==> src/verilog/autotrim_map.svh <==
`ifndef AUTOTRIM_MAP_SVH
`define AUTOTRIM_MAP_SVH

// Register byte offsets.
`define CTRL_OFFSET 8'h00
`define CFG_OFFSET 8'h04
`define STATUS_OFFSET 8'h08
`define MASK_OFFSET 8'h0C

// Control register fields.
`define CTRL_AUTO_BIT 0
`define CTRL_COUNT_EN_BIT 1
`define CTRL_TRIM_LSB 8

// Configuration register fields.
`define CFG_RELOAD_LSB 0
`define CFG_LIMIT_LSB 16

// Status register fields; flag bits share their positions with the mask register.
`define FLAG_OK_BIT 0
`define FLAG_WARN_BIT 1
`define FLAG_EXPECT_BIT 2
`define FLAG_ERROR_BIT 3
`define FLAG_MISS_BIT 4
`define FLAG_OVF_BIT 5
`define STATUS_DIR_BIT 15
`define STATUS_CAP_LSB 16

// Reload reset value follows from the target and reference rates.
`define TARGET_FREQ_HZ 48000000
`define SYNC_FREQ_HZ 1000
`define RELOAD_RESET 16'hBB7F

// Other reset values.
`define LIMIT_RESET 8'h22
`define TRIM_RESET 6'h20

// Evaluation scale factors.
`define WARN_SCALE 3
`define OUT_SHIFT 7

// AXI4-Lite responses.
`define RESP_OKAY 2'h0
`define RESP_SLVERR 2'h2

`endif

==> src/verilog/autotrim_pkg.sv <==
package autotrim_pkg;

  typedef enum logic [3:0] {
    CNT_IDLE = 4'b0001,
    CNT_DOWN = 4'b0010,
    CNT_UP = 4'b0100,
    CNT_STOP = 4'b1000
  } count_state_t;

  typedef struct packed {
    logic adjust_overflow_flag;
    logic missed_pulse_flag;
    logic pulse_error_flag;
    logic expected_pulse_event;
    logic pulse_warning_flag;
    logic pulse_ok_flag;
  } flags_t;

  typedef struct packed {
    logic awvalid;
    logic [7:0] awaddr;
    logic wvalid;
    logic [31:0] wdata;
    logic [3:0] wstrb;
    logic bready;
    logic arvalid;
    logic [7:0] araddr;
    logic rready;
  } axil_req_t;

  typedef struct packed {
    logic awready;
    logic wready;
    logic bvalid;
    logic [1:0] bresp;
    logic arready;
    logic rvalid;
    logic [31:0] rdata;
    logic [1:0] rresp;
  } axil_rsp_t;

endpackage : autotrim_pkg

==> src/verilog/autotrim_top.sv <==
// Behaviour
// - 16-bit down/up counter reloaded per pulse.
// - Down to zero raises expected-pulse event.
// - Up to error limit, stop, flag miss.
// - Error limit is limit field times 128.
// - Pulse captures count value and direction.
// - Down means slow, raise trim; up lowers.
// - Tolerance limit is the field unscaled.
// - Warning limit is three times field.
// - Trimming only while auto-adjust enabled.
// - Below tolerance: ok, trim unchanged.
// - Below warning: ok, one trim step.
// - Below error limit: warning, two steps.
// - At error limit: error, trim unchanged.
// - Trim saturates at limits, flags overflow.
// - Auto mode makes trim read-only.
// - Reload resets for 48 MHz over 1 kHz.
//
// The address map and the AXI4-Lite slave port were left to the implementer.
`timescale 1ns/1ps
`include "autotrim_map.svh"

module autotrim_top
  import autotrim_pkg::*;
#(
  parameter int TRIM_W = 6
) (
  input wire logic aclk,
  input wire logic aresetn,
  input wire logic sync_pin,
  input wire axil_req_t axil_req,
  output axil_rsp_t axil_rsp,
  output logic [TRIM_W-1:0] trim_value,
  output logic irq
);

  // ******************************************************************
  // Functions
  // ******************************************************************

  function automatic logic [31:0] strb_mask(input logic [3:0] strb);
    logic [31:0] m;
    m = 32'h0000_0000;
    for (int i = 0; i < 4; i++) begin
      m[i*8 +: 8] = {8{strb[i]}};
    end
    return m;
  endfunction : strb_mask

  function automatic logic [31:0] merge(input logic [31:0] old_v, input logic [31:0] new_v,
                                        input logic [3:0] strb);
    logic [31:0] m;
    m = strb_mask(strb);
    return (old_v & ~m) | (new_v & m);
  endfunction : merge

  // Returns {overflow, trim} after moving the trim by step in the given direction.
  function automatic logic [TRIM_W:0] adjust(input logic [TRIM_W-1:0] trim,
                                             input logic raise, input logic [1:0] step);
    logic [TRIM_W+1:0] wide;
    logic [TRIM_W+1:0] top;
    top = {2'b00, {TRIM_W{1'b1}}};
    if (raise) begin
      wide = {2'b00, trim} + {{TRIM_W{1'b0}}, step};
      if (wide > top) begin
        return {1'b1, {TRIM_W{1'b1}}};
      end
    end else begin
      wide = {2'b00, trim} - {{TRIM_W{1'b0}}, step};
      if ({2'b00, trim} < {{TRIM_W{1'b0}}, step}) begin
        return {1'b1, {TRIM_W{1'b0}}};
      end
    end
    return {1'b0, wide[TRIM_W-1:0]};
  endfunction : adjust

  // ******************************************************************
  // Registers and state
  // ******************************************************************

  logic auto_adjust_enable;
  logic count_enable;
  logic [15:0] reload;
  logic [7:0] error_limit_field;
  flags_t flags;
  flags_t mask;
  logic error_direction_bit;
  logic [15:0] error_capture_field;

  count_state_t state;
  logic [15:0] count;

  logic sync_event;
  logic [7:0] aw_addr;
  logic aw_full;
  logic [31:0] w_data;
  logic [3:0] w_strb;
  logic w_full;
  logic do_write;

  flags_t flag_set;
  flags_t flag_clr;
  logic trim_hw_we;
  logic [TRIM_W-1:0] trim_hw_value;

  // ******************************************************************
  // Reference pulse input
  // ******************************************************************

  sync_pulse_detect sync_in (
    .aclk(aclk),
    .aresetn(aresetn),
    .pin(sync_pin),
    .pulse(sync_event)
  );

  // ******************************************************************
  // Limits
  // ******************************************************************

  logic [16:0] tol_limit;
  logic [16:0] warn_limit;
  logic [16:0] error_limit;
  logic [16:0] error_mag;

  assign tol_limit = {9'h000, error_limit_field};
  assign warn_limit = 17'(`WARN_SCALE * error_limit_field);
  assign error_limit = 17'({9'h000, error_limit_field} << `OUT_SHIFT);
  assign error_mag = {1'b0, count};

  logic measure;
  logic counting_down;
  assign measure = sync_event && count_enable && (state != CNT_IDLE);
  assign counting_down = (state == CNT_DOWN);

  // ******************************************************************
  // Error counter
  // ******************************************************************

  always_ff @(posedge aclk) begin
    if (!aresetn) begin
      state <= CNT_IDLE;
      count <= 16'h0000;
    end else if (!count_enable) begin
      state <= CNT_IDLE;
      count <= 16'h0000;
    end else if (sync_event) begin
      state <= CNT_DOWN;
      count <= reload;
    end else begin
      case (state)
        CNT_IDLE: begin
          state <= CNT_IDLE;
        end
        CNT_DOWN: begin
          if (count == 16'h0000) begin
            state <= CNT_UP;
          end else begin
            count <= count - 16'h0001;
          end
        end
        CNT_UP: begin
          if (error_mag >= error_limit) begin
            state <= CNT_STOP;
          end else begin
            count <= count + 16'h0001;
          end
        end
        CNT_STOP: begin
          state <= CNT_STOP;
        end
        default: begin
          state <= CNT_IDLE;
        end
      endcase
    end
  end

  // ******************************************************************
  // Capture
  // ******************************************************************

  always_ff @(posedge aclk) begin
    if (!aresetn) begin
      error_capture_field <= 16'h0000;
      error_direction_bit <= 1'b0;
    end else if (measure) begin
      error_capture_field <= count;
      error_direction_bit <= counting_down;
    end
  end

  // ******************************************************************
  // Evaluation and automatic trimming
  // ******************************************************************

  always_comb begin
    logic [TRIM_W:0] adj;
    adj = {1'b0, trim_value};
    flag_set = '0;
    trim_hw_we = 1'b0;
    trim_hw_value = trim_value;
    if (count_enable && !sync_event) begin
      if (state == CNT_DOWN && count == 16'h0000) begin
        flag_set.expected_pulse_event = 1'b1;
      end
      if (state == CNT_UP && error_mag >= error_limit) begin
        flag_set.missed_pulse_flag = 1'b1;
      end
    end
    if (measure) begin
      if (error_mag < tol_limit) begin
        flag_set.pulse_ok_flag = 1'b1;
      end else if (error_mag < warn_limit) begin
        flag_set.pulse_ok_flag = 1'b1;
        adj = adjust(trim_value, counting_down, 2'h1);
        trim_hw_we = 1'b1;
      end else if (error_mag < error_limit) begin
        flag_set.pulse_warning_flag = 1'b1;
        adj = adjust(trim_value, counting_down, 2'h2);
        trim_hw_we = 1'b1;
      end else begin
        flag_set.pulse_error_flag = 1'b1;
      end
      if (!auto_adjust_enable) begin
        trim_hw_we = 1'b0;
      end
      if (trim_hw_we) begin
        trim_hw_value = adj[TRIM_W-1:0];
        flag_set.adjust_overflow_flag = adj[TRIM_W];
      end
    end
  end

  // ******************************************************************
  // Write channels
  // ******************************************************************

  assign do_write = aw_full && w_full && !axil_rsp.bvalid;

  always_ff @(posedge aclk) begin
    if (!aresetn) begin
      aw_full <= 1'b0;
      aw_addr <= 8'h00;
      axil_rsp.awready <= 1'b0;
    end else if (axil_req.awvalid && axil_rsp.awready) begin
      aw_full <= 1'b1;
      aw_addr <= axil_req.awaddr;
      axil_rsp.awready <= 1'b0;
    end else if (do_write) begin
      aw_full <= 1'b0;
    end else if (!aw_full && !axil_rsp.bvalid) begin
      axil_rsp.awready <= 1'b1;
    end
  end

  always_ff @(posedge aclk) begin
    if (!aresetn) begin
      w_full <= 1'b0;
      w_data <= 32'h0000_0000;
      w_strb <= 4'h0;
      axil_rsp.wready <= 1'b0;
    end else if (axil_req.wvalid && axil_rsp.wready) begin
      w_full <= 1'b1;
      w_data <= axil_req.wdata;
      w_strb <= axil_req.wstrb;
      axil_rsp.wready <= 1'b0;
    end else if (do_write) begin
      w_full <= 1'b0;
    end else if (!w_full && !axil_rsp.bvalid) begin
      axil_rsp.wready <= 1'b1;
    end
  end

  always_ff @(posedge aclk) begin
    if (!aresetn) begin
      axil_rsp.bvalid <= 1'b0;
      axil_rsp.bresp <= `RESP_OKAY;
    end else if (do_write) begin
      axil_rsp.bvalid <= 1'b1;
      if (aw_addr <= `MASK_OFFSET && aw_addr[1:0] == 2'b00) begin
        axil_rsp.bresp <= `RESP_OKAY;
      end else begin
        axil_rsp.bresp <= `RESP_SLVERR;
      end
    end else if (axil_req.bready) begin
      axil_rsp.bvalid <= 1'b0;
    end
  end

  // ******************************************************************
  // Register updates
  // ******************************************************************

  logic [31:0] ctrl_word;
  logic [31:0] cfg_word;
  logic [31:0] ctrl_new;
  logic [31:0] cfg_new;
  logic [31:0] status_word;

  assign ctrl_word = {16'h0000, 2'b00, TRIM_W'(0) | 6'(trim_value), 6'h00,
                      count_enable, auto_adjust_enable};
  assign cfg_word = {8'h00, error_limit_field, reload};
  assign ctrl_new = merge(ctrl_word, w_data, w_strb);
  assign cfg_new = merge(cfg_word, w_data, w_strb);
  assign status_word = {error_capture_field, error_direction_bit, 9'h000, flags};

  always_ff @(posedge aclk) begin
    if (!aresetn) begin
      auto_adjust_enable <= 1'b0;
      count_enable <= 1'b0;
      trim_value <= `TRIM_RESET;
    end else begin
      if (do_write && aw_addr == `CTRL_OFFSET) begin
        auto_adjust_enable <= ctrl_new[`CTRL_AUTO_BIT];
        count_enable <= ctrl_new[`CTRL_COUNT_EN_BIT];
      end
      if (trim_hw_we) begin
        trim_value <= trim_hw_value;
      end else if (do_write && aw_addr == `CTRL_OFFSET && !auto_adjust_enable) begin
        trim_value <= ctrl_new[`CTRL_TRIM_LSB +: TRIM_W];
      end
    end
  end

  always_ff @(posedge aclk) begin
    if (!aresetn) begin
      reload <= `RELOAD_RESET;
      error_limit_field <= `LIMIT_RESET;
    end else if (do_write && aw_addr == `CFG_OFFSET) begin
      reload <= cfg_new[`CFG_RELOAD_LSB +: 16];
      error_limit_field <= cfg_new[`CFG_LIMIT_LSB +: 8];
    end
  end

  always_ff @(posedge aclk) begin
    if (!aresetn) begin
      mask <= '0;
    end else if (do_write && aw_addr == `MASK_OFFSET) begin
      mask <= flags_t'(6'(merge({26'h0, mask}, w_data, w_strb)));
    end
  end

  // ******************************************************************
  // Flags and interrupt
  // ******************************************************************

  always_comb begin
    flag_clr = '0;
    if (do_write && aw_addr == `STATUS_OFFSET) begin
      flag_clr = flags_t'(w_data[5:0] & {6{w_strb[0]}});
    end
  end

  always_ff @(posedge aclk) begin
    if (!aresetn) begin
      flags <= '0;
    end else begin
      flags <= (flags & ~flag_clr) | flag_set;
    end
  end

  always_ff @(posedge aclk) begin
    if (!aresetn) begin
      irq <= 1'b0;
    end else begin
      irq <= |(flags & mask);
    end
  end

  // ******************************************************************
  // Read channel
  // ******************************************************************

  always_ff @(posedge aclk) begin
    if (!aresetn) begin
      axil_rsp.arready <= 1'b0;
      axil_rsp.rvalid <= 1'b0;
      axil_rsp.rdata <= 32'h0000_0000;
      axil_rsp.rresp <= `RESP_OKAY;
    end else if (axil_req.arvalid && axil_rsp.arready) begin
      axil_rsp.arready <= 1'b0;
      axil_rsp.rvalid <= 1'b1;
      axil_rsp.rresp <= `RESP_OKAY;
      case (axil_req.araddr)
        `CTRL_OFFSET: axil_rsp.rdata <= ctrl_word;
        `CFG_OFFSET: axil_rsp.rdata <= cfg_word;
        `STATUS_OFFSET: axil_rsp.rdata <= status_word;
        `MASK_OFFSET: axil_rsp.rdata <= {26'h0, mask};
        default: begin
          axil_rsp.rdata <= 32'h0000_0000;
          axil_rsp.rresp <= `RESP_SLVERR;
        end
      endcase
    end else if (axil_rsp.rvalid) begin
      if (axil_req.rready) begin
        axil_rsp.rvalid <= 1'b0;
      end
    end else begin
      axil_rsp.arready <= 1'b1;
    end
  end

endmodule : autotrim_top

==> src/verilog/sync_pulse_detect.sv <==
`timescale 1ns/1ps

module sync_pulse_detect (
  input wire logic aclk,
  input wire logic aresetn,
  input wire logic pin,
  output logic pulse
);

  logic meta;
  logic stable;
  logic stable_d;

  // Two-stage synchroniser; only the second stage feeds the edge detector.
  always_ff @(posedge aclk) begin
    if (!aresetn) begin
      meta <= 1'b0;
      stable <= 1'b0;
      stable_d <= 1'b0;
    end else begin
      meta <= pin;
      stable <= meta;
      stable_d <= stable;
    end
  end

  always_ff @(posedge aclk) begin
    if (!aresetn) begin
      pulse <= 1'b0;
    end else begin
      pulse <= stable & ~stable_d;
    end
  end

endmodule : sync_pulse_detect
==> config.mk <==
export PLATFORM = sky130hd
export DESIGN_NAME = autotrim_top
export DESIGN_NICKNAME = d
export VERILOG_FILES = /design/src/verilog/autotrim_pkg.sv /design/src/verilog/autotrim_top.sv /design/src/verilog/sync_pulse_detect.sv
export VERILOG_INCLUDE_DIRS = /design/src /design/src/verilog
export SDC_FILE = /design/constraint.sdc
export NUM_CORES = 1
export LEC_CHECK = 0
export BUFFER_PORTS_ARGS = -buffer_cell sky130_fd_sc_hd__buf_2
export CAP_MARGIN = 0
export CORE_MARGIN = 4
export CORE_UTILIZATION = 40
export DETAILED_ROUTE_END_ITERATION = 12
export PLACE_DENSITY = 0.58
export SETUP_SLACK_MARGIN = 0.2
export SYNTH_ARGS = -nofsm -noshare
export SYNTH_HDL_FRONTEND = slang
export SYNTH_HIERARCHICAL = 1
export SYNTH_SLANG_ARGS = --single-unit
==> constraint.sdc <==
create_clock -name aclk -period 3.95 [get_ports aclk]
set_input_delay 0.1975 -clock aclk [delete_from_list [all_inputs] [get_ports aclk]]
set_output_delay 0.1975 -clock aclk [all_outputs]
set_load 0.005 [all_outputs]
After elaboration in Yosys (flattened, before gate mapping)
Cells that the tools add are included.

Input bits: 60. Latch bits: 0. Logic and storage cells: 210. Bits in registers: 164. Memories: 0. ROM bits: 0. Bits in writable memories: 0. Output and inout bits: 48.

Add/sub/neg operators: 6. Divide/modulo/power cells: 0. Shifts and indexed selects: 0. Equal/unequal tests: 20. Reduce and logical (&&, ||, !) cells: 45. Bitwise gates (word level): 18. Muxes and demuxes: 71. Multiply operators: 1. Magnitude comparators: 9.

Operators with widths (count): case mux 32 bit (4 select lines) (1); two-way mux 7 bit (11); AND 24 bit (2); two-way mux 16 bit (3); two-way mux 6 bit (7); two-way mux 1 bit (41); == test 8 x 4 -> 1 bit, second input constant (4); case mux 16 bit (2 select lines) (1); AND 6 bit (4); inverter 24 bit (1); bitwise OR 24 bit (1); logical AND 1 bit (18); adder 16 x 1 -> 16 bit, second input constant (1); == test 8 x 3 -> 1 bit, second input constant (2); greater-or-equal comparator 16 x 15 -> 1 bit (1); logical NOT 16 bit (1); logical NOT 8 bit (2); less-than comparator 16 x 10 -> 1 bit (1); less-than comparator 16 x 15 -> 1 bit (1); less-than comparator 16 x 8 -> 1 bit (1); subtractor 16 x 1 -> 16 bit, second input constant (1); AND 14 bit (1); > comparator 7 x 6 -> 1 bit, second input constant (2); bitwise OR 14 bit (1); other kinds (34) (61).

Longest topological paths before layout
Gate-level depths: netlist of the first run.

Depth in word-level cells: 15. Depth in mapped cells: 17. Mapped depth without buffers: 16.

Modules after synthesis
The synthesis of the first run kept the hierarchy.

Modules (own cells, without submodules): autotrim_top (area an instance 8338.0 um^2, times used 1, cells each 1014); sync_pulse_detect (area an instance 111.4 um^2, times used 1, cells each 8).

Worst setup path after synthesis of the first run
No wires, ideal clock.

Kind: register to register. Start: register (tool-made name). End: register (tool-made name). Setup time: 95 ps. Data required time: 3855 ps. Arrival time: 3396 ps. Cell stages (with the launch flop): 18. Slack: 459 ps. Path through: dfxtp_1 > ha_1 > fa_1 > a21oi_1 > nor2_1 > nor2_1 > nor2b_1 > o21ai_0 > nand2b_1 > xor2_1 > ha_1 > nand4_1 > or2_2 > o211a_1 > o211ai_1 > clkbuf_1 > a21oi_1 > a221oi_1.

==> run_results.csv, run 1 <==
group,metric,value,unit
worst_setup_path,cp_max_fo,7,
timing,finalClockSkew,0.0142,ns
timing,post-route-period-util,88.9,%
clock_tree,htree_levels,4,
clock_tree,cts_tree,"yes",
global_routing,grt_pass1_wl,37500,um
global_routing,antenna_found_initial,0,
worst_hold_path,min_from,"axil_req[29]",
timing,hold_viol_final,0,
timing,setup_viol,0,
yosys,synth-main-ff-cell,"dfxtp_1",
placement,place_congestion,0.876,
floorplan,core_area,0.0205,mm^2
yosys,synth-seq-area-share,38.4,%
yosys,yosys.area.top_type_share,38.4,%
worst_setup_path,crit_path_end_kind,"flip-flop",
detailed_routing,antenna_left,0,
timing,whs,0.00989,ns
worst_hold_path,hold_class,"input pin to flip-flop",
cells_and_area,final_cell_count_no_fill,1398,
timing,fin_setup_tns,0,ns
timing,relSlewSlack,24.3,%
global_routing,first_global_vias,6974,
clock_tree,clk_pin_slew_worst_paths,0.07,ns
detailed_routing,drc_errors,0,
worst_hold_path,whs_path_depth,3,
yosys,ys_types,64,
worst_setup_path,ff2ff_setup_slack,0.44,ns
placement,dpl_cell_area,0.00918,mm^2
cells_and_area,final_area,0.0100,mm^2
clock_tree,clock_latency,0.43,ns
placement,dp_hpwl,16800,um
worst_setup_path,worst_setup_path_start_kind,"flip-flop",
global_routing,gr-total-overflow,0,
detailed_routing,firstDrtPassIters,5,
cells_and_area,drive_gt1_share,15.4,%
detailed_routing,drt_iter0_markers,550,
power_and_ir_drop,peakVddDrop,0.286,mV
job,maxCapViolCount,0,
worst_setup_path,critical_path_class,"flip-flop to flip-flop",
floorplan,io_pins,108,
yosys,synth_area_leaders,"dfxtp_1 (38%), ha_1 (8.0%), mux2i_1 (7.9%)",
detailed_routing,viasPerCell,5.34,
floorplan,die_w,153,um
clock_tree,clock-root-buffer,"clkbuf_16",
detailed_routing,vias,7469,
run_status,outcome,"complete, no violations",
floorplan,initial_core_util,41.2,%
worst_hold_path,whs_endpoint,"w_data[14]$_SDFFE_PN0P_",
yosys,synthArstFlopShare,0,%
worst_setup_path,required,4.27,ns
floorplan,dieHeight,153,um
yosys,synth_area,0.00845,mm^2
timing,rsz0062_at_grt,"no",
global_routing,grt_use_total,19.3,%
yosys,synthCells,1022,
power_and_ir_drop,power.density,355,mW/mm^2
timing,max_clock_freq,285,MHz
timing,tightestPinTransition,1.13,ns
global_routing,grt_max_degree,60,
cells_and_area,diodes,0,
power_and_ir_drop,p_leak,4.17,nW
yosys,synth_top_area_cell,"dfxtp_1",
floorplan,dieArea,0.0235,mm^2
clock_tree,cts_made_buffers,17,
floorplan,std_cell_rows,52,
yosys,ys_warn_count,6,
cells_and_area,final_common_cell,"dfxtp_1",
worst_setup_path,r2r_cells,17,
cells_and_area,final_nets,1231,
cells_and_area,nFillCells,2020,
timing,slew_violations,0,
cells_and_area,final_core_util,48.8,%
worst_setup_path,cp.arrival,3.83,ns
yosys,synth_edf_count,0,
clock_tree,clockBufferDepth,2,
clock_tree,cts_num_sinks,162,
timing,min_period,3.51,ns
detailed_routing,wl_per_cell,16.6,um
cells_and_area,area_growth,18.3,%
cells_and_area,mostFrequentLayoutCells,"dfxtp_1 (159), nand2_1 (144), nor2_1 (115), a21oi_1 (112), buf_2 (96)",
yosys,syn_area_per_cell,8.27,um^2
placement,portBuffers,96,
yosys,synth-seq-cells,162,
detailed_routing,drt_wl_total,23100,um
placement,placed_cells,1348,
critical path, cell delays in order, from the launching register on:
cell	delay [ns]
dfxtp_2	0.36
ha_1	0.22
fa_2	0.36
a21oi_1	0.14
nor2_1	0.06
nor2_2	0.11
nor2b_1	0.06
o21ai_1	0.12
nand2b_1	0.09
xor2_1	0.15
ha_1	0.29
nand4_1	0.07
or2_2	0.30
o211a_4	0.27
o211ai_1	0.25
buf_4	0.20
a21oi_1	0.05
o31a_1	0.29
cell families after synthesis:
kind of cell               count (synthesis)  share of synthesized area [%]
AOI/OAI and AO/OA                        246                           18.1
adders and majority gates                 57                           8.59
DFF                                      162                           38.4
muxes                                     71                           8.47
xor gates and xnor gates                  23                           2.38
buffers and inverters                     85                           4.07
and+or+nand+nor                          377                           19.9
other                                      1                         0.0444
stage by stage:
stage / total power [mW] / setup WS (ns)
floorplan: 1.81 / 0.459
finish: 3.55 / 0.439
global route: 3.68 / 0.212
CTS: 3.58 / 0.227
detailed placement: 1.87 / 0.271
global placement: 1.87 / 0.308
Yosys cell counts, types with 13 or more instances:
| master | instances |
|---|---|
| nand3_1 | 34 |
| a21o_1 | 13 |
| inv_1 | 26 |
| ha_1 | 54 |
| nand2_1 | 144 |
| nor2_1 | 117 |
| a22oi_1 | 19 |
| dfxtp_1 | 162 |
| mux2i_1 | 67 |
| a211oi_1 | 24 |
| xnor2_1 | 14 |
| o21ai_0 | 21 |
| clkbuf_1 | 50 |
| a21oi_1 | 114 |
worst max path at each step:
stage                               start                      to  slack (ns)
floorplan                       flip-flop               flip-flop        0.46
global placement                flip-flop               flip-flop        0.31
detailed placement              flip-flop               flip-flop        0.27
CTS                 state[2]$_SDFFE_PP0P_  count[12]$_SDFFE_PN0P_        0.23
global route                    flip-flop               flip-flop        0.21
finish                          flip-flop               flip-flop        0.44
final cells by class:
cell class / instances / area, um^2 / area share (%)
clock inverter: 13 / 163 / 1.63
tap: 270 / 338 / 3.38
clock buffer: 19 / 443 / 4.43
inverter: 27 / 103 / 1.03
sequential: 162 / 3250 / 32.5
multi-input combinational: 776 / 4910 / 49.1
timing repair buffer: 131 / 800 / 8.00
layer usage:
| layer | share of wire, % | track usage, % | wire length, um |
|---|---|---|---|
| met1 | 48 | 27.0 | 11100 |
| met2 | 46 | 31.0 | 10600 |
| met3 | 4.6 | 3.90 | 1060 |
| met4 | 1.5 | 4.54 | 347 |
| met5 | 0 | 0 | 0 |
power breakdown:
group          internal (mW)  leakage [nW]  switching, mW
clock network          0.973         0.288          0.737
logic                 0.0622          2.57         0.0926
registers               1.66          1.31         0.0262
timing repair:
item	4_1_cts	5_1_grt
endpoints found under the hold margin	15	1
resized for setup	0	11
setup endpoints to repair	0	12
hold buffers	15	1
buffers inserted	0	1
Power figures use the tool's default switching activity.
==> run 2: changes to the inputs <==
--- a/config.mk
+++ b/config.mk
@@ -7,11 +7,11 @@
 export NUM_CORES = 1
 export LEC_CHECK = 0
 export BUFFER_PORTS_ARGS = -buffer_cell sky130_fd_sc_hd__buf_2
-export CAP_MARGIN = 0
 export CORE_MARGIN = 4
 export CORE_UTILIZATION = 40
 export DETAILED_ROUTE_END_ITERATION = 12
 export PLACE_DENSITY = 0.58
+export REMOVE_ABC_BUFFERS = 1
 export SETUP_SLACK_MARGIN = 0.2
 export SYNTH_ARGS = -nofsm -noshare
 export SYNTH_HDL_FRONTEND = slang
==> run_results.csv, run 2 (synthesis gave the netlist of run 1 again) <==
group,metric,value,unit
cells_and_area,final_area,0.00999,mm^2
timing,tightestPinTransition,1.12,ns
timing,setup_ws,0.421,ns
power_and_ir_drop,peakVddDrop,0.309,mV
detailed_routing,wl_per_cell,16.6,um
power_and_ir_drop,p_leak,4.17,nW
floorplan,core_area,0.0205,mm^2
detailed_routing,drc_errors,0,
cells_and_area,final_nets,1228,
timing,min_period,3.53,ns
power_and_ir_drop,power_frac_clock,49.9,%
cells_and_area,mostFrequentLayoutCells,"dfxtp_1 (160), nand2_1 (144), nor2_1 (115), a21oi_1 (114), buf_2 (96)",
global_routing,grt_pass1_wl,37700,um
timing,hold_viol_final,0,
worst_setup_path,cp.arrival,3.84,ns
worst_hold_path,min_from,"axil_req[49]",
detailed_routing,antenna_left,0,
power_and_ir_drop,p_sw_share,23.2,%
cells_and_area,ff_latch_area,0.00325,mm^2
worst_setup_path,critPathBufInv,1,
global_routing,grt_use_total,19.4,%
timing,max_clock_freq,283,MHz
floorplan,std_cell_rows,52,
placement,place_congestion,0.911,
floorplan,dieArea,0.0235,mm^2
cells_and_area,multiInputGateArea,0.00490,mm^2
timing,whs,0.0138,ns
detailed_routing,vias,7494,
global_routing,gr-total-overflow,0,
clock_tree,clock_latency,0.43,ns
floorplan,initial_core_util,41.2,%
worst_setup_path,path_delay_family,"compound AO/OA/AOI/OAI gates",
placement,dp_slack,0.264,ns
timing,post-route-period-util,89.3,%
detailed_routing,viasPerCell,5.37,
detailed_routing,drt_iter0_markers,486,
global_routing,grt_max_degree,64,
cells_and_area,drive_gt1_share,15.4,%
placement,dp_hpwl,16400,um
clock_tree,cts_num_sinks,162,
cells_and_area,area_growth,18.3,%
clock_tree,clockBufferDepth,2,
placement,portBuffers,96,
clock_tree,clock-root-buffer,"clkbuf_16",
floorplan,die_w,153,um
clock_tree,htree_levels,4,
floorplan,dieHeight,153,um
timing,rsz0062_at_grt,"no",
floorplan,io_pins,108,
cells_and_area,nFillCells,2061,
detailed_routing,firstDrtPassIters,5,
power_and_ir_drop,combPwrFrac,4.2,%
worst_setup_path,worst_setup_path_start_kind,"flip-flop",
power_and_ir_drop,sequentialPowerShare,45.9,%
global_routing,antenna_found_initial,0,
global_routing,first_global_vias,7166,
clock_tree,cts_tree,"yes",
worst_setup_path,cp_max_fo,10,
power_and_ir_drop,switchingPower,850,uW
clock_tree,clk_pin_slew_worst_paths,0.07,ns
power_and_ir_drop,power.density,367,mW/mm^2
worst_setup_path,max_stage_delay,0.41,ns
cells_and_area,final_common_cell,"dfxtp_1",
timing,relSlewSlack,25.1,%
timing,slew_violations,0,
worst_setup_path,critical_path_class,"flip-flop to flip-flop",
timing,setup_viol,0,
job,maxCapViolCount,0,
timing,finalClockSkew,0.0116,ns
timing,fin_setup_tns,0,ns
worst_setup_path,worstPathCellList,"ha_1 > fa_1 > a21oi_1 > nor2_1 > nor2_2 > nor2b_1 > o21ai_0 > nand2b_1 > xor2_1 > ha_1 > nand4_1 > or2_2 > o211a_4 > o211ai_1 > buf_4 > a21oi_1 > o31a_1",
placement,dpl_cell_area,0.00917,mm^2
worst_hold_path,hold_class,"input pin to flip-flop",
worst_setup_path,cp_slowest_cell,"fa_1",
detailed_routing,drt_wl_total,23100,um
cells_and_area,diodes,0,
run_status,outcome,"complete, no violations",
power_and_ir_drop,p_int,2.82,mW
clock_tree,cts_made_buffers,17,
worst_setup_path,crit_path_end_kind,"flip-flop",
worst_setup_path,required,4.26,ns
run 2: final timing paths:
path | slack (ns) | endpoint | depth (start not counted)
max | 0.42 | flip-flop | 17
max reg2reg | 0.42 | flip-flop | 17
min reg2reg | 0.45 | axil_rsp[27]$_SDFFE_PN0P_ | 2
min | 0.01 | aw_addr[1]$_SDFFE_PN0P_ | 3
run 2: stage by stage:
| step | std cells | power, mW | utilization (%) |
|---|---|---|---|
| after detailed placement | 1348 | 1.87 | 44.7 |
| final | 1395 | 3.67 | 48.8 |
| after global placement | 1348 | 1.87 | 44.7 |
| after floorplan | 965 | 1.79 | - |
| after global routing | 1395 | 3.80 | 48.8 |
| after CTS | 1392 | 3.70 | 48.5 |
run 2: worst min-delay path, cell delays in order:
cell	delay (ns)
buf_2	0.09
nand3_1	0.06
a21oi_1	0.05
run 2: metal layers:
layer / GRT usage [%] / part of all wire [%] / vias to the layer above
met5: 0 / 0 / -
li1: - / - / 3798
met2: 30.5 / 45 / 166
met1: 27.8 / 49 / 3516
met4: 3.83 / 0.71 / 0
met3: 4.01 / 5.1 / 14
run 2: repair_timing:
action                                 in CTS  in global routing
hold buffers                               12                  0
buffers inserted                            0                  3
endpoints found under the hold margin      12                  0
setup endpoints to repair                   0                 12
gates resized for setup                     0                  8
run 2: final cells by class:
cell class | instances | area share [%]
Inverter | 27 | 1.03
Multi-Input combinational cell | 776 | 49.1
Clock inverter | 14 | 2.15
Sequential cell | 162 | 32.5
Timing Repair Buffer | 128 | 7.51
Clock buffer | 18 | 4.39
Tap cell | 270 | 3.38
run 2: power by group through the flow:
stage	clock [mW]	sequential, mW	combinational (mW)
after floorplan	0	1.71	0.0735
after global placement	0	1.72	0.146
after detailed placement	0	1.72	0.147
after CTS	1.86	1.68	0.157
after global routing	1.94	1.69	0.174
final	1.83	1.68	0.154
==> run 3: changes to the inputs <==
--- a/config.mk
+++ b/config.mk
@@ -10,10 +10,10 @@
 export CORE_MARGIN = 4
 export CORE_UTILIZATION = 40
 export DETAILED_ROUTE_END_ITERATION = 12
-export PLACE_DENSITY = 0.58
 export REMOVE_ABC_BUFFERS = 1
 export SETUP_SLACK_MARGIN = 0.2
 export SYNTH_ARGS = -nofsm -noshare
 export SYNTH_HDL_FRONTEND = slang
 export SYNTH_HIERARCHICAL = 1
 export SYNTH_SLANG_ARGS = --single-unit
+export TNS_END_PERCENT = 1
==> run_results.csv, run 3 (synthesis gave the netlist of run 1 again) <==
group,metric,value,unit
run_status,outcome,"complete, no violations",
worst_setup_path,worst_setup_path_start_kind,"flip-flop",
power_and_ir_drop,power.density,354,mW/mm^2
clock_tree,htree_levels,4,
job,maxCapViolCount,0,
worst_setup_path,crit_path_end_kind,"flip-flop",
worst_setup_path,required,4.27,ns
clock_tree,clock-root-buffer,"clkbuf_16",
timing,post-route-period-util,88.6,%
timing,tightestPinTransition,1.12,ns
detailed_routing,vias,7475,
global_routing,first_global_vias,7266,
detailed_routing,antenna_left,0,
timing,setup_viol,0,
worst_hold_path,whs_endpoint,"w_data[14]$_SDFFE_PN0P_",
worst_hold_path,hold_class,"input pin to flip-flop",
cells_and_area,area_growth,18.7,%
floorplan,die_w,153,um
placement,place_congestion,0.909,
timing,min_period,3.50,ns
floorplan,std_cell_rows,52,
clock_tree,clockBufferDepth,2,
global_routing,grt_max_degree,67,
timing,relSlewSlack,25.2,%
global_routing,grt_use_met1,27.1,%
timing,max_clock_freq,286,MHz
global_routing,grt_util_met3,3.59,%
detailed_routing,drt_wl_total,23000,um
floorplan,core_area,0.0205,mm^2
global_routing,gr-total-overflow,0,
timing,finalClockSkew,0.0122,ns
clock_tree,cts_made_buffers,17,
cells_and_area,diodes,0,
global_routing,met2_usage,31.9,%
power_and_ir_drop,p_leak,4.18,nW
placement,portBuffers,96,
floorplan,dieHeight,153,um
cells_and_area,drive_gt1_share,15.0,%
detailed_routing,firstDrtPassIters,5,
timing,rsz0062_at_grt,"no",
worst_setup_path,cp_max_fo,9,
clock_tree,clk_pin_slew_worst_paths,0.07,ns
floorplan,dieArea,0.0235,mm^2
clock_tree,cts_num_sinks,162,
timing,slew_violations,0,
worst_setup_path,r2r_cells,17,
timing,whs,0.0135,ns
cells_and_area,final_common_cell,"dfxtp_1",
timing,fin_setup_tns,0,ns
power_and_ir_drop,peakVddDrop,0.265,mV
floorplan,initial_core_util,41.2,%
global_routing,grt_pass1_wl,37800,um
worst_hold_path,whs_path_depth,3,
worst_hold_path,min_from,"axil_req[29]",
detailed_routing,wl_per_cell,16.4,um
placement,dp_hpwl,16500,um
clock_tree,clock_latency,0.44,ns
cells_and_area,final_nets,1234,
detailed_routing,viasPerCell,5.34,
floorplan,io_pins,108,
global_routing,grt_use_total,19.6,%
worst_setup_path,cp.arrival,3.82,ns
detailed_routing,drc_errors,0,
global_routing,antenna_found_initial,0,
cells_and_area,mostFrequentLayoutCells,"dfxtp_1 (160), nand2_1 (144), nor2_1 (115), a21oi_1 (112), buf_2 (96)",
timing,hold_viol_final,0,
clock_tree,cts_tree,"yes",
detailed_routing,drt_iter0_markers,445,
global_routing,grt.busiest_layer,"met2",
worst_setup_path,ff2ff_setup_slack,0.45,ns
worst_setup_path,critical_path_class,"flip-flop to flip-flop",
run 3: final cells by class:
class / count / area, um^2
Sequential cell: 162 / 3250
Multi-Input combinational cell: 776 / 4910
Tap cell: 270 / 338
Inverter: 27 / 103
Timing Repair Buffer: 134 / 823
Clock inverter: 15 / 185
Fill cell: 2063 / 10500
Clock buffer: 17 / 425
run 3: layer usage:
| metal | share of wire (%) | up-vias |
|---|---|---|
| met5 | 0 | - |
| met4 | 1.1 | 0 |
| met3 | 4.2 | 13 |
| met2 | 46 | 146 |
| met1 | 49 | 3510 |
| li1 | - | 3806 |
run 3: where the power goes:
| group | switching [mW] | internal, mW | total [mW] | leakage [nW] |
|---|---|---|---|---|
| combinational | 0.0958 | 0.0660 | 0.162 | 2.57 |
| sequential | 0.0241 | 1.66 | 1.68 | 1.31 |
| clock | 0.787 | 0.913 | 1.70 | 0.299 |
run 3: worst max path at each step:
stage	start	end	slack, ns	depth (start not counted)
6_report	flip-flop	flip-flop	0.45	17
5_1_grt	flip-flop	flip-flop	0.18	17
4_1_cts	flip-flop	flip-flop	0.24	17
3_5_place_dp	flip-flop	flip-flop	0.25	17
3_3_place_gp	flip-flop	flip-flop	0.31	17
2_1_floorplan	flip-flop	flip-flop	0.35	16
run 3: through the flow:
step           instances  total power [mW]  worst slack (ns)  instance area, um^2  utilization [%]
2_1_floorplan        965              1.79             0.348                 8210                -
3_3_place_gp        1345              1.87             0.312                 9150             44.6
3_5_place_dp        1345              1.87             0.252                 9150             44.6
4_1_cts             1399              3.58             0.240                 9980             48.7
5_1_grt             1401              3.67             0.181                10000             48.9
6_report            1401              3.55             0.450                10000             48.9
run 3: critical path, cell delays in order (launching register included):
cell and delay [ns]:
dfxtp_1 0.36, ha_1 0.24, fa_2 0.37, a21oi_2 0.13, nor2_1 0.05, nor2_2 0.11, nor2b_1 0.06, o21ai_1 0.12
nand2b_1 0.10, xor2_1 0.15, ha_1 0.30, nand4_1 0.08, or2_2 0.30, o211a_4 0.27, o211ai_1 0.22, buf_4 0.20
a21oi_1 0.05, o31a_1 0.29
run 3: timing repair:
item / in CTS / in global routing
hold endpoints to repair: 22 / 1
resized for setup: 0 / 9
buffers inserted: 0 / 1
endpoints found under the setup margin: 0 / 13
hold buffers: 22 / 1
